==> src/design/gpio_sampler_pkg.sv <==
// Package for the five-pin port unit: register map, fields, timing.
// Assumes a 100 MHz clock and a plain address/strobe register port.
package gpio_sampler_pkg;

	localparam int NUM_PINS = 5;
	localparam int CLK_HZ = 100_000_000;

	// PWM: 100 Hz period cut into 100 steps
	localparam int PWM_HZ = 100;
	localparam int PWM_STEPS = 100;
	localparam int PWM_STEP_CYC = CLK_HZ / (PWM_HZ * PWM_STEPS);
	// Input polling rate
	localparam int SAMPLE_HZ = 32;
	localparam int SAMPLE_CYC = CLK_HZ / SAMPLE_HZ;

	localparam logic [7:0] VAL_HIGH = 8'h64;
	localparam logic [7:0] VAL_MAX = 8'h64;

	// Register offsets
	localparam logic [3:0] ADDR_CMD = 4'h0;
	localparam logic [3:0] ADDR_QUERY = 4'h1;
	localparam logic [3:0] ADDR_STATUS = 4'h2;
	localparam logic [3:0] ADDR_VALUE = 4'h3;
	localparam logic [3:0] ADDR_CONFIG = 4'h4;
	localparam logic [3:0] ADDR_INT_STAT = 4'h5;
	localparam logic [3:0] ADDR_INT_EN = 4'h6;
	localparam logic [3:0] ADDR_INT_CLR = 4'h7;
	localparam logic [3:0] ADDR_STORE = 4'h8;
	localparam logic [3:0] ADDR_ALT_OUT = 4'h9;

	// Command word fields
	localparam int CMD_IDX_LSB = 0;
	localparam int CMD_VAL_LSB = 8;
	localparam int CMD_CFG_LSB = 16;
	localparam int CMD_LEN3_BIT = 24;

	// Status byte fields
	localparam int ST_STATE = 0;
	localparam int ST_FALL = 1;
	localparam int ST_RISE = 2;

	// Reset values: factory default configuration per pin
	localparam logic [7:0] RST_VALUE = 8'h00;
	localparam logic [3:0] RST_CFG0 = 4'h2;
	localparam logic [3:0] RST_CFG1 = 4'h3;
	localparam logic [3:0] RST_CFG2 = 4'h2;
	localparam logic [3:0] RST_CFG3 = 4'h2;
	localparam logic [3:0] RST_CFG4 = 4'h2;

	typedef enum logic [2:0] {
		DRV_UP_PD = 3'b000,
		DRV_STRONG_FAST = 3'b001,
		DRV_HIZ = 3'b010,
		DRV_PU_DN = 3'b011,
		DRV_SLOW_UP_HIZ = 3'b100,
		DRV_STRONG_SLOW = 3'b101,
		DRV_RESERVED = 3'b110,
		DRV_HIZ_SLOW_DN = 3'b111
	} drive_mode_field_type;

	typedef struct packed {
		logic func_user;
		drive_mode_field_type drive;
	} pin_config_byte_type;

	typedef struct packed {
		logic out;
		logic oe;
		logic pull_up;
		logic pull_dn;
		logic slow;
	} pin_drive_type;

endpackage : gpio_sampler_pkg

==> src/design/gpio_sampler.sv <==
// Five-pin port unit: per-pin PWM/level output, drive mode, function
// select, 32 Hz bounce-free sampling with edge tracking.
// Assumes pins arrive asynchronously and the register master never waits.
//
// Local design decisions: strobed register access and the register offsets.
`timescale 1ns/1ps

// Notes on behaviour
// - Pin index above four is ignored
// - Short command sets value, long adds config
// - 0 low, 100 high, between is duty
// - Intermediate levels are 100 Hz PWM
// - Config byte: mode low three, function bit three
// - Modes 000, 001, 011 drive as listed
// - Modes 100, 101, 111 drive as listed
// - Mode 010 input, 110 reserved
// - Function bit picks shared or user level
// - All pins sampled at 32 Hz always
// - Edges tracked per pin, cleared on query
// - Sampling at slow rate rejects bounce
// - Pull-up with switch reads 1 open
// - Pins 0 to 4 carry shared functions
// - Configuration saved on store write; reset loads factory defaults
// - Status: state bit0, fall bit1, rise bit2
module gpio_sampler
	import gpio_sampler_pkg::*;
(
	input wire logic I_CLK,
	input wire logic I_RST_N,
	input wire logic I_CE,
	input wire logic [3:0] I_ADDR,
	input wire logic [31:0] I_WDATA,
	input wire logic I_WR,
	input wire logic I_RD,
	input wire logic [NUM_PINS-1:0] I_PIN,
	output logic [31:0] O_RDATA,
	output logic [NUM_PINS-1:0] O_PIN,
	output logic [NUM_PINS-1:0] O_PIN_OE,
	output logic [NUM_PINS-1:0] O_PULL_UP,
	output logic [NUM_PINS-1:0] O_PULL_DN,
	output logic [NUM_PINS-1:0] O_SLOW,
	output logic O_IRQ
);

	// Decide whether a drive mode may be written
	function automatic logic mode_ok(input logic [2:0] m);
		mode_ok = (m != DRV_RESERVED);
	endfunction : mode_ok

	// Translate a mode and a wanted level into pin controls
	function automatic pin_drive_type drive_of(input logic [2:0] m,
		input logic lvl);
		pin_drive_type d;
		d = '0;
		d.out = lvl;
		case (m)
			DRV_UP_PD:
			begin
				d.oe = lvl;
				d.pull_dn = ~lvl;
			end
			DRV_STRONG_FAST:
				d.oe = 1'b1;
			DRV_PU_DN:
			begin
				d.oe = ~lvl;
				d.pull_up = lvl;
			end
			DRV_SLOW_UP_HIZ:
			begin
				d.oe = lvl;
				d.slow = 1'b1;
			end
			DRV_STRONG_SLOW:
			begin
				d.oe = 1'b1;
				d.slow = 1'b1;
			end
			DRV_HIZ_SLOW_DN:
			begin
				d.oe = ~lvl;
				d.slow = 1'b1;
			end
			default:
				d.oe = 1'b0;
		endcase
		drive_of = d;
	endfunction : drive_of

	//--------------------------------------------------
	// Configuration registers
	//--------------------------------------------------
	logic [7:0] value_r [NUM_PINS];
	pin_config_byte_type cfg_r [NUM_PINS];
	logic [7:0] saved_value_r [NUM_PINS];
	pin_config_byte_type saved_cfg_r [NUM_PINS];
	logic [NUM_PINS-1:0] alt_out_r;
	logic [7:0] cmd_idx;
	logic [7:0] cmd_val;
	pin_config_byte_type cmd_cfg;
	logic cmd_long;
	logic cmd_ok;
	logic cmd_wr;
	logic store_wr;

	assign cmd_idx = I_WDATA[CMD_IDX_LSB +: 8];
	assign cmd_val = I_WDATA[CMD_VAL_LSB +: 8];
	assign cmd_cfg = pin_config_byte_type'(I_WDATA[CMD_CFG_LSB +: 4]);
	assign cmd_long = I_WDATA[CMD_LEN3_BIT];
	assign cmd_wr = I_WR && (I_ADDR == ADDR_CMD);
	assign store_wr = I_WR && (I_ADDR == ADDR_STORE);
	// upper config bits must be zero
	assign cmd_ok = (cmd_idx < 8'(NUM_PINS)) && (cmd_val <= VAL_MAX)
		&& (!cmd_long || (mode_ok(cmd_cfg.drive)
		&& I_WDATA[CMD_CFG_LSB+4 +: 4] == 4'h0));

	localparam logic [3:0] RST_CFG [NUM_PINS] =
		'{RST_CFG0, RST_CFG1, RST_CFG2, RST_CFG3, RST_CFG4};

	genvar g;
	generate
		for (g = 0; g < NUM_PINS; g++)
		begin : g_cfg
			always_ff @(posedge I_CLK or negedge I_RST_N)
			begin
				if (!I_RST_N)
				begin
					value_r[g] <= RST_VALUE;
					cfg_r[g] <= pin_config_byte_type'(RST_CFG[g]);
				end
				else if (I_CE && cmd_wr && cmd_ok && cmd_idx == 8'(g))
				begin
					value_r[g] <= cmd_val;
					if (cmd_long)
						cfg_r[g] <= cmd_cfg;
				end
			end

			always_ff @(posedge I_CLK or negedge I_RST_N)
			begin
				if (!I_RST_N)
				begin
					saved_value_r[g] <= RST_VALUE;
					saved_cfg_r[g] <= pin_config_byte_type'(RST_CFG[g]);
				end
				else if (I_CE && store_wr)
				begin
					saved_value_r[g] <= value_r[g];
					saved_cfg_r[g] <= cfg_r[g];
				end
			end
		end
	endgenerate

	always_ff @(posedge I_CLK or negedge I_RST_N)
	begin
		if (!I_RST_N)
			alt_out_r <= '0;
		else if (I_CE && I_WR && I_ADDR == ADDR_ALT_OUT)
			alt_out_r <= I_WDATA[NUM_PINS-1:0];
	end

	//--------------------------------------------------
	// PWM timebase
	//--------------------------------------------------
	logic [19:0] step_cnt_r;
	logic [6:0] pwm_pos_r;

	always_ff @(posedge I_CLK or negedge I_RST_N)
	begin
		if (!I_RST_N)
		begin
			step_cnt_r <= '0;
			pwm_pos_r <= '0;
		end
		else if (I_CE)
		begin
			if (step_cnt_r == 20'(PWM_STEP_CYC - 1))
			begin
				step_cnt_r <= '0;
				if (pwm_pos_r == 7'(PWM_STEPS - 1))
					pwm_pos_r <= '0;
				else
					pwm_pos_r <= pwm_pos_r + 7'h01;
			end
			else
				step_cnt_r <= step_cnt_r + 20'h00001;
		end
	end

	//--------------------------------------------------
	// Pin drivers
	//--------------------------------------------------
	generate
		for (g = 0; g < NUM_PINS; g++)
		begin : g_drv
			logic lvl;
			pin_drive_type d;
			assign lvl = cfg_r[g].func_user
				? ({1'b0, pwm_pos_r} < value_r[g]) : alt_out_r[g];
			assign d = drive_of(cfg_r[g].drive, lvl);
			always_ff @(posedge I_CLK or negedge I_RST_N)
			begin
				if (!I_RST_N)
				begin
					O_PIN[g] <= 1'b0;
					O_PIN_OE[g] <= 1'b0;
					O_PULL_UP[g] <= 1'b0;
					O_PULL_DN[g] <= 1'b0;
					O_SLOW[g] <= 1'b0;
				end
				else if (I_CE)
				begin
					O_PIN[g] <= d.out;
					O_PIN_OE[g] <= d.oe;
					O_PULL_UP[g] <= d.pull_up;
					O_PULL_DN[g] <= d.pull_dn;
					O_SLOW[g] <= d.slow;
				end
			end
		end
	endgenerate

	//--------------------------------------------------
	// Input sampling
	//--------------------------------------------------
	logic [NUM_PINS-1:0] sync1_r, sync2_r, sync3_r;
	logic [NUM_PINS-1:0] stable_r, sample_r, rise_r, fall_r;
	logic [22:0] samp_cnt_r;
	logic samp_tick;
	logic query_wr;
	logic [NUM_PINS-1:0] query_sel;

	always_ff @(posedge I_CLK or negedge I_RST_N)
	begin
		if (!I_RST_N)
		begin
			sync1_r <= '0;
			sync2_r <= '0;
			sync3_r <= '0;
			stable_r <= '0;
		end
		else if (I_CE)
		begin
			sync1_r <= I_PIN;
			sync2_r <= sync1_r;
			sync3_r <= sync2_r;
			stable_r <= (sync2_r ~^ sync3_r) & sync2_r
				| ~(sync2_r ~^ sync3_r) & stable_r;
		end
	end

	always_ff @(posedge I_CLK or negedge I_RST_N)
	begin
		if (!I_RST_N)
			samp_cnt_r <= '0;
		else if (I_CE)
			samp_cnt_r <= samp_tick ? '0 : samp_cnt_r + 23'h000001;
	end
	assign samp_tick = (samp_cnt_r == 23'(SAMPLE_CYC - 1));

	assign query_wr = I_WR && (I_ADDR == ADDR_QUERY);
	generate
		for (g = 0; g < NUM_PINS; g++)
		begin : g_qsel
			assign query_sel[g] = query_wr
				&& I_WDATA[7:0] == 8'(g);
		end
	endgenerate

	always_ff @(posedge I_CLK or negedge I_RST_N)
	begin
		if (!I_RST_N)
			sample_r <= '0;
		else if (I_CE && samp_tick)
			sample_r <= stable_r;
	end

	// sticky edges, set wins over query clear
	always_ff @(posedge I_CLK or negedge I_RST_N)
	begin
		if (!I_RST_N)
		begin
			rise_r <= '0;
			fall_r <= '0;
		end
		else if (I_CE)
		begin
			rise_r <= (rise_r & ~query_sel)
				| ({NUM_PINS{samp_tick}} & stable_r & ~sample_r);
			fall_r <= (fall_r & ~query_sel)
				| ({NUM_PINS{samp_tick}} & ~stable_r & sample_r);
		end
	end

	//--------------------------------------------------
	// Query latch and interrupts
	//--------------------------------------------------
	logic [7:0] status_r, qval_r;
	logic [3:0] qcfg_r;
	logic [NUM_PINS-1:0] int_stat_r, int_en_r;
	logic [2:0] q;

	assign q = I_WDATA[2:0];
	always_ff @(posedge I_CLK or negedge I_RST_N)
	begin
		if (!I_RST_N)
		begin
			status_r <= '0;
			qval_r <= '0;
			qcfg_r <= '0;
		end
		else if (I_CE && query_wr && I_WDATA[7:0] < 8'(NUM_PINS))
		begin
			status_r <= {5'h00, rise_r[q], fall_r[q], sample_r[q]};
			qval_r <= value_r[q];
			qcfg_r <= cfg_r[q];
		end
	end

	always_ff @(posedge I_CLK or negedge I_RST_N)
	begin
		if (!I_RST_N)
			int_en_r <= '0;
		else if (I_CE && I_WR && I_ADDR == ADDR_INT_EN)
			int_en_r <= I_WDATA[NUM_PINS-1:0];
	end

	// Any sampled edge sets a sticky bit; set beats clear
	always_ff @(posedge I_CLK or negedge I_RST_N)
	begin
		if (!I_RST_N)
			int_stat_r <= '0;
		else if (I_CE)
			int_stat_r <= (int_stat_r & ~((I_WR && I_ADDR == ADDR_INT_CLR)
				? I_WDATA[NUM_PINS-1:0] : '0))
				| ({NUM_PINS{samp_tick}} & (stable_r ^ sample_r));
	end

	always_ff @(posedge I_CLK or negedge I_RST_N)
	begin
		if (!I_RST_N)
			O_IRQ <= 1'b0;
		else if (I_CE)
			O_IRQ <= |(int_stat_r & int_en_r);
	end

	//--------------------------------------------------
	// Read port
	//--------------------------------------------------
	always_ff @(posedge I_CLK or negedge I_RST_N)
	begin
		if (!I_RST_N)
			O_RDATA <= '0;
		else if (I_CE)
		begin
			O_RDATA <= '0;
			if (I_RD)
				case (I_ADDR)
					ADDR_STATUS: O_RDATA <= {24'h0, status_r};
					ADDR_VALUE: O_RDATA <= {24'h0, qval_r};
					ADDR_CONFIG: O_RDATA <= {28'h0, qcfg_r};
					ADDR_INT_STAT: O_RDATA <= 32'(int_stat_r);
					ADDR_INT_EN: O_RDATA <= 32'(int_en_r);
					ADDR_ALT_OUT: O_RDATA <= 32'(alt_out_r);
					default: O_RDATA <= '0;
				endcase
		end
	end

endmodule : gpio_sampler

==> config.mk <==
export PLATFORM = sky130hd
export DESIGN_NAME = gpio_sampler
export DESIGN_NICKNAME = d
export VERILOG_FILES = /design/src/design/gpio_sampler_pkg.sv /design/src/design/gpio_sampler.sv
export SDC_FILE = /design/constraint.sdc
export NUM_CORES = 1
export LEC_CHECK = 0
export ABC_AREA = 1
export ABC_CLOCK_PERIOD_IN_PS = 1500
export BUFFER_PORTS_ARGS = -buffer_cell sky130_fd_sc_hd__buf_2
export CAP_MARGIN = 15
export CELL_PAD_IN_SITES_DETAIL_PLACEMENT = 1
export CELL_PAD_IN_SITES_GLOBAL_PLACEMENT = 1
export CORE_MARGIN = 2
export CORE_UTILIZATION = 40
export CTS_CLUSTER_SIZE = 24
export DETAILED_ROUTE_END_ITERATION = 6
export PLACE_DENSITY_LB_ADDON = 0.12
export SLEW_MARGIN = 20
export SYNTH_ARGS = -nofsm -noshare
export SYNTH_HDL_FRONTEND = slang
export SYNTH_SLANG_ARGS = --single-unit
==> constraint.sdc <==
create_clock -name I_CLK -period 1.5 [get_ports I_CLK]
set_input_delay 0.3 -clock I_CLK [delete_from_list [all_inputs] [get_ports I_CLK]]
set_output_delay 0.3 -clock I_CLK [all_outputs]
set_load 0.01 [all_outputs]
==> results.tsv <==
stage	metric	value	unit
status	status	complete, but fails checks	
status	failed_checks	setup timing	
cts	clkTransAtPathRegs	0.06	ns
power_and_ir_drop	pwr-share-comb	17.9	%
timing	slew_violations	0	
timing	period_needed	1.706	ns
worst_setup_path	critPathKind	flop to flop	
synthesis	synth_cell_types	48	
timing	rsz0062_at_grt	true	
timing	max-slew-margin-rel	64.76	%
worst_setup_path	worstPathArrival	2.16	ns
worst_setup_path	critPathLaunchType	flop	
place	dp_hpwl	28490	um
die	io_pins	104	
grt	grtUsageTotal	26.69	%
timing	finalSetupViolCount	63	
cts	cts_tree	done	
worst_setup_path	slowest_delay	0.48	ns
cts	cts_inserted_buffers	25	
final_layout	fin_nets	1768	
grt	grt_max_degree	53	
drt	drc	0	
die	core.rowCount	60	
timing	tightest_slew	0.5237	ns
power_and_ir_drop	switching_share	29.08	%
drt	vias	10750	
worst_setup_path	slowest_stage	dfrtp_2	
place	pre_cts_ws	-0.4173	ns
grt	antenna_found_initial	2	
final_layout	drive_gt1_share	36.05	%
timing	fin_crit_sh	113.7	%
timing	finalWorstSetupSlack	-0.2059	ns
power_and_ir_drop	powerDensity	993.9	nW/um2
timing	hold_viol_final	0	
synthesis	synth_ff_type	dfrtp_1	
final_layout	insertedDiodeCount	0	
worst_setup_path	crit_chain	buf_6 > ha_4 > nand2_2 > nand2_2 > nand2_2 > nand2_2 > nand2_2 > nand2_4 > nand2_2 > nand2_2 > nand3_2 > nand2_1	
synthesis	yosysSeqAreaShare	47.16	%
place	portBuffers	72	
final_layout	mostFrequentLayoutCell	nand2_1	
die	chipHeight	170.6	um
worst_setup_path	crit_family	simple AND/OR/NAND/NOR gates	
synthesis	async_flop_share	100.0	%
drt	wire_per_inst	19.69	um
run	cap_violations	0	
drt	wl	40920	um
power_and_ir_drop	p_switching	4.567	mW
final_layout	syn_to_final_growth	42.27	%
die	core	27100	um2
grt	grt_pass1_wl	60640	um
cts	clockRootBuffer	clkbuf_16	
final_layout	final_cell_mix	nand2_1 (335), buf_4 (196), dfrtp_1 (194)	
timing	fmax	586.2	MHz
power_and_ir_drop	seqPwrFrac	41.5	%
worst_setup_path	critPathMaxFanout	5	
worst_setup_path	critPathRequiredTime	1.95	ns
drt	first_pass_iters	5	
place	place_congestion	0.8612	
die	start_util	40.98	%
synthesis	synth_seq_cells	209	
power_and_ir_drop	p_int	11.14	mW
cts	cts_buffer_depth	3	
die	die-area	29110	um2
power_and_ir_drop	ir_drop	702.6	uV
synthesis	synth_area	11110	um2
synthesis	syn_area_per_cell	7.972	um2
power_and_ir_drop	p_leak	7.699	nW
worst_setup_path	cpMostUsedCell	nand2_2	
cts	htree_levels	1	
grt	grt_pass1_vias	11450	
cts	cts_num_sinks	209	
grt	overflow	0	
cts	clkLatencyLatePin	0.52	ns
power_and_ir_drop	p_clk_share	40.6	%
worst_setup_path	endpoint_kind	flop	
min_path	hold_class	primary input to flop	
drt	vias_per_cell	5.173	
drt	drt_iter0_markers	573	
worst_setup_path	crit_buf_inv	1	
timing	hold_slack	0.1193	ns
synthesis	synth-edff-count	0	
synthesis	synth_cells	1393	
die	die_x	170.6	um
timing	finClkSkew	0.008947	ns
power_and_ir_drop	finalPower	15.70	mW
drt	ant_nets	0	
synthesis	ys_warn_count	0	
==> sequential cells by signal, indices dropped and copies added (netlist names), 7 cells and up, named ones only <==
register and count:
qval_r 8, pwm_pos_r 7, step_cnt_r 20, cfg_r 20, O_RDATA 8, value_r 40
samp_cnt_r 23
==> synthesized netlist by cell type, drive strengths merged (2+ instances only) <==
| cell type | n | area share [%] |
|---|---|---|
| nor3 | 27 | 1.3 |
| nor4 | 7 | 0.53 |
| nand2 | 427 | 15 |
| dfstp | 6 | 1.4 |
| or2 | 2 | 0.11 |
| clkbuf | 21 | 0.71 |
| nor2 | 100 | 3.7 |
| a22oi | 5 | 0.34 |
| a31oi | 2 | 0.11 |
| inv | 173 | 5.8 |
| nand4 | 43 | 2.4 |
| o2111ai | 2 | 0.16 |
| ha | 33 | 3.7 |
| xor2 | 23 | 1.8 |
| nand3 | 53 | 3.0 |
| dfrtp | 203 | 46 |
| o211ai | 3 | 0.20 |
| o31ai | 10 | 0.68 |
| o21ai | 126 | 5.7 |
| xnor2 | 10 | 0.79 |
| a21oi | 38 | 1.7 |
| a22o | 3 | 0.24 |
| o22ai | 25 | 1.4 |
| nand3b | 3 | 0.20 |
| buf | 39 | 2.7 |
==> per-stage QoR <==
step           std cells  util, %  instance area, um2  setup TNS, ns
2_1_floorplan       1416        -               11230         -1.344
3_3_place_gp        1992    48.97               13270         -26.43
3_5_place_dp        1992    48.97               13270         -33.64
4_1_cts             2060    54.34               14730         -3.115
5_1_grt             2078    58.30               15800         -10.90
6_report            2078    58.30               15800         -6.188
==> area by class of cell <==
| type | instances | area, um2 |
|---|---|---|
| clock buffer | 31 | 678.2 |
| clock inverter | 13 | 168.9 |
| fill | 3213 | 11300 |
| inverter | 173 | 656.9 |
| multi-input combinational | 974 | 6186 |
| sequential | 209 | 5249 |
| tap | 372 | 465.4 |
| timing repair buffer | 306 | 2396 |
==> worst reg2reg max path: cells and delay by family, from the launching register on <==
family,cells,cell delay [ns]
adder cells (fa/ha/maj),1,0.25
flip-flops,1,0.48
buffers and inverters,1,0.16
AND/OR/NAND/NOR,10,0.75
==> power groups by stage <==
stage                     sequential, mW  combinational, mW  clock, mW
after floorplan                     6.44               1.13          0
after global placement              6.52               2.15          0
after detailed placement            6.54               2.25          0
after CTS                           6.46               2.55       6.44
after global routing                6.57               3.10       6.66
final                               6.52               2.81       6.38
==> path summary, 6_finish.rpt <==
path	start	to	slack, ns	cells after the start
max	pwm_pos_r[1]	O_PIN_OE[0]	-0.21	12
min	I_WDATA[19]	cfg_r[19]	0.12	3
max reg2reg	pwm_pos_r[1]	O_PIN_OE[0]	-0.21	12
min reg2reg	sync1_r[4]	sync1_r[4]	0.47	2
max in group asynchronous	I_RST_N	samp_cnt_r[2]	0.53	3
min in group asynchronous	I_RST_N	O_RDATA[4]	0.31	2
==> layer usage <==
metal	vias up	global-route usage, %	share of wire [%]
li1	5078	-	-
met1	5402	33.49	43
met2	198	47.35	51
met3	69	4.326	4.2
met4	2	7.655	2.5
met5	-	0	0.032
==> repair_timing <==
item                                   CTS  global route
setup endpoints to repair               72            80
gates cloned                             1             2
pin swaps                               38            80
hold buffers                             6             0
endpoints found under the hold margin   45             0
setup buffers                           17            18
resized for setup                      123           223
==> cells by family after synthesis <==
logic type               Yosys count  share of synthesized area [%]
AO/OA/AOI/OAI                    218                          10.83
XOR/XNOR                          33                          2.602
adder cells (fa/ha/maj)           33                          3.718
buffers and inverters            233                          9.283
flip-flops                       209                          47.16
multiplexers                       1                         0.1014
other                              1                        0.03377
AND/OR/NAND/NOR                  665                          26.27
Power figures use the tool's default switching activity.
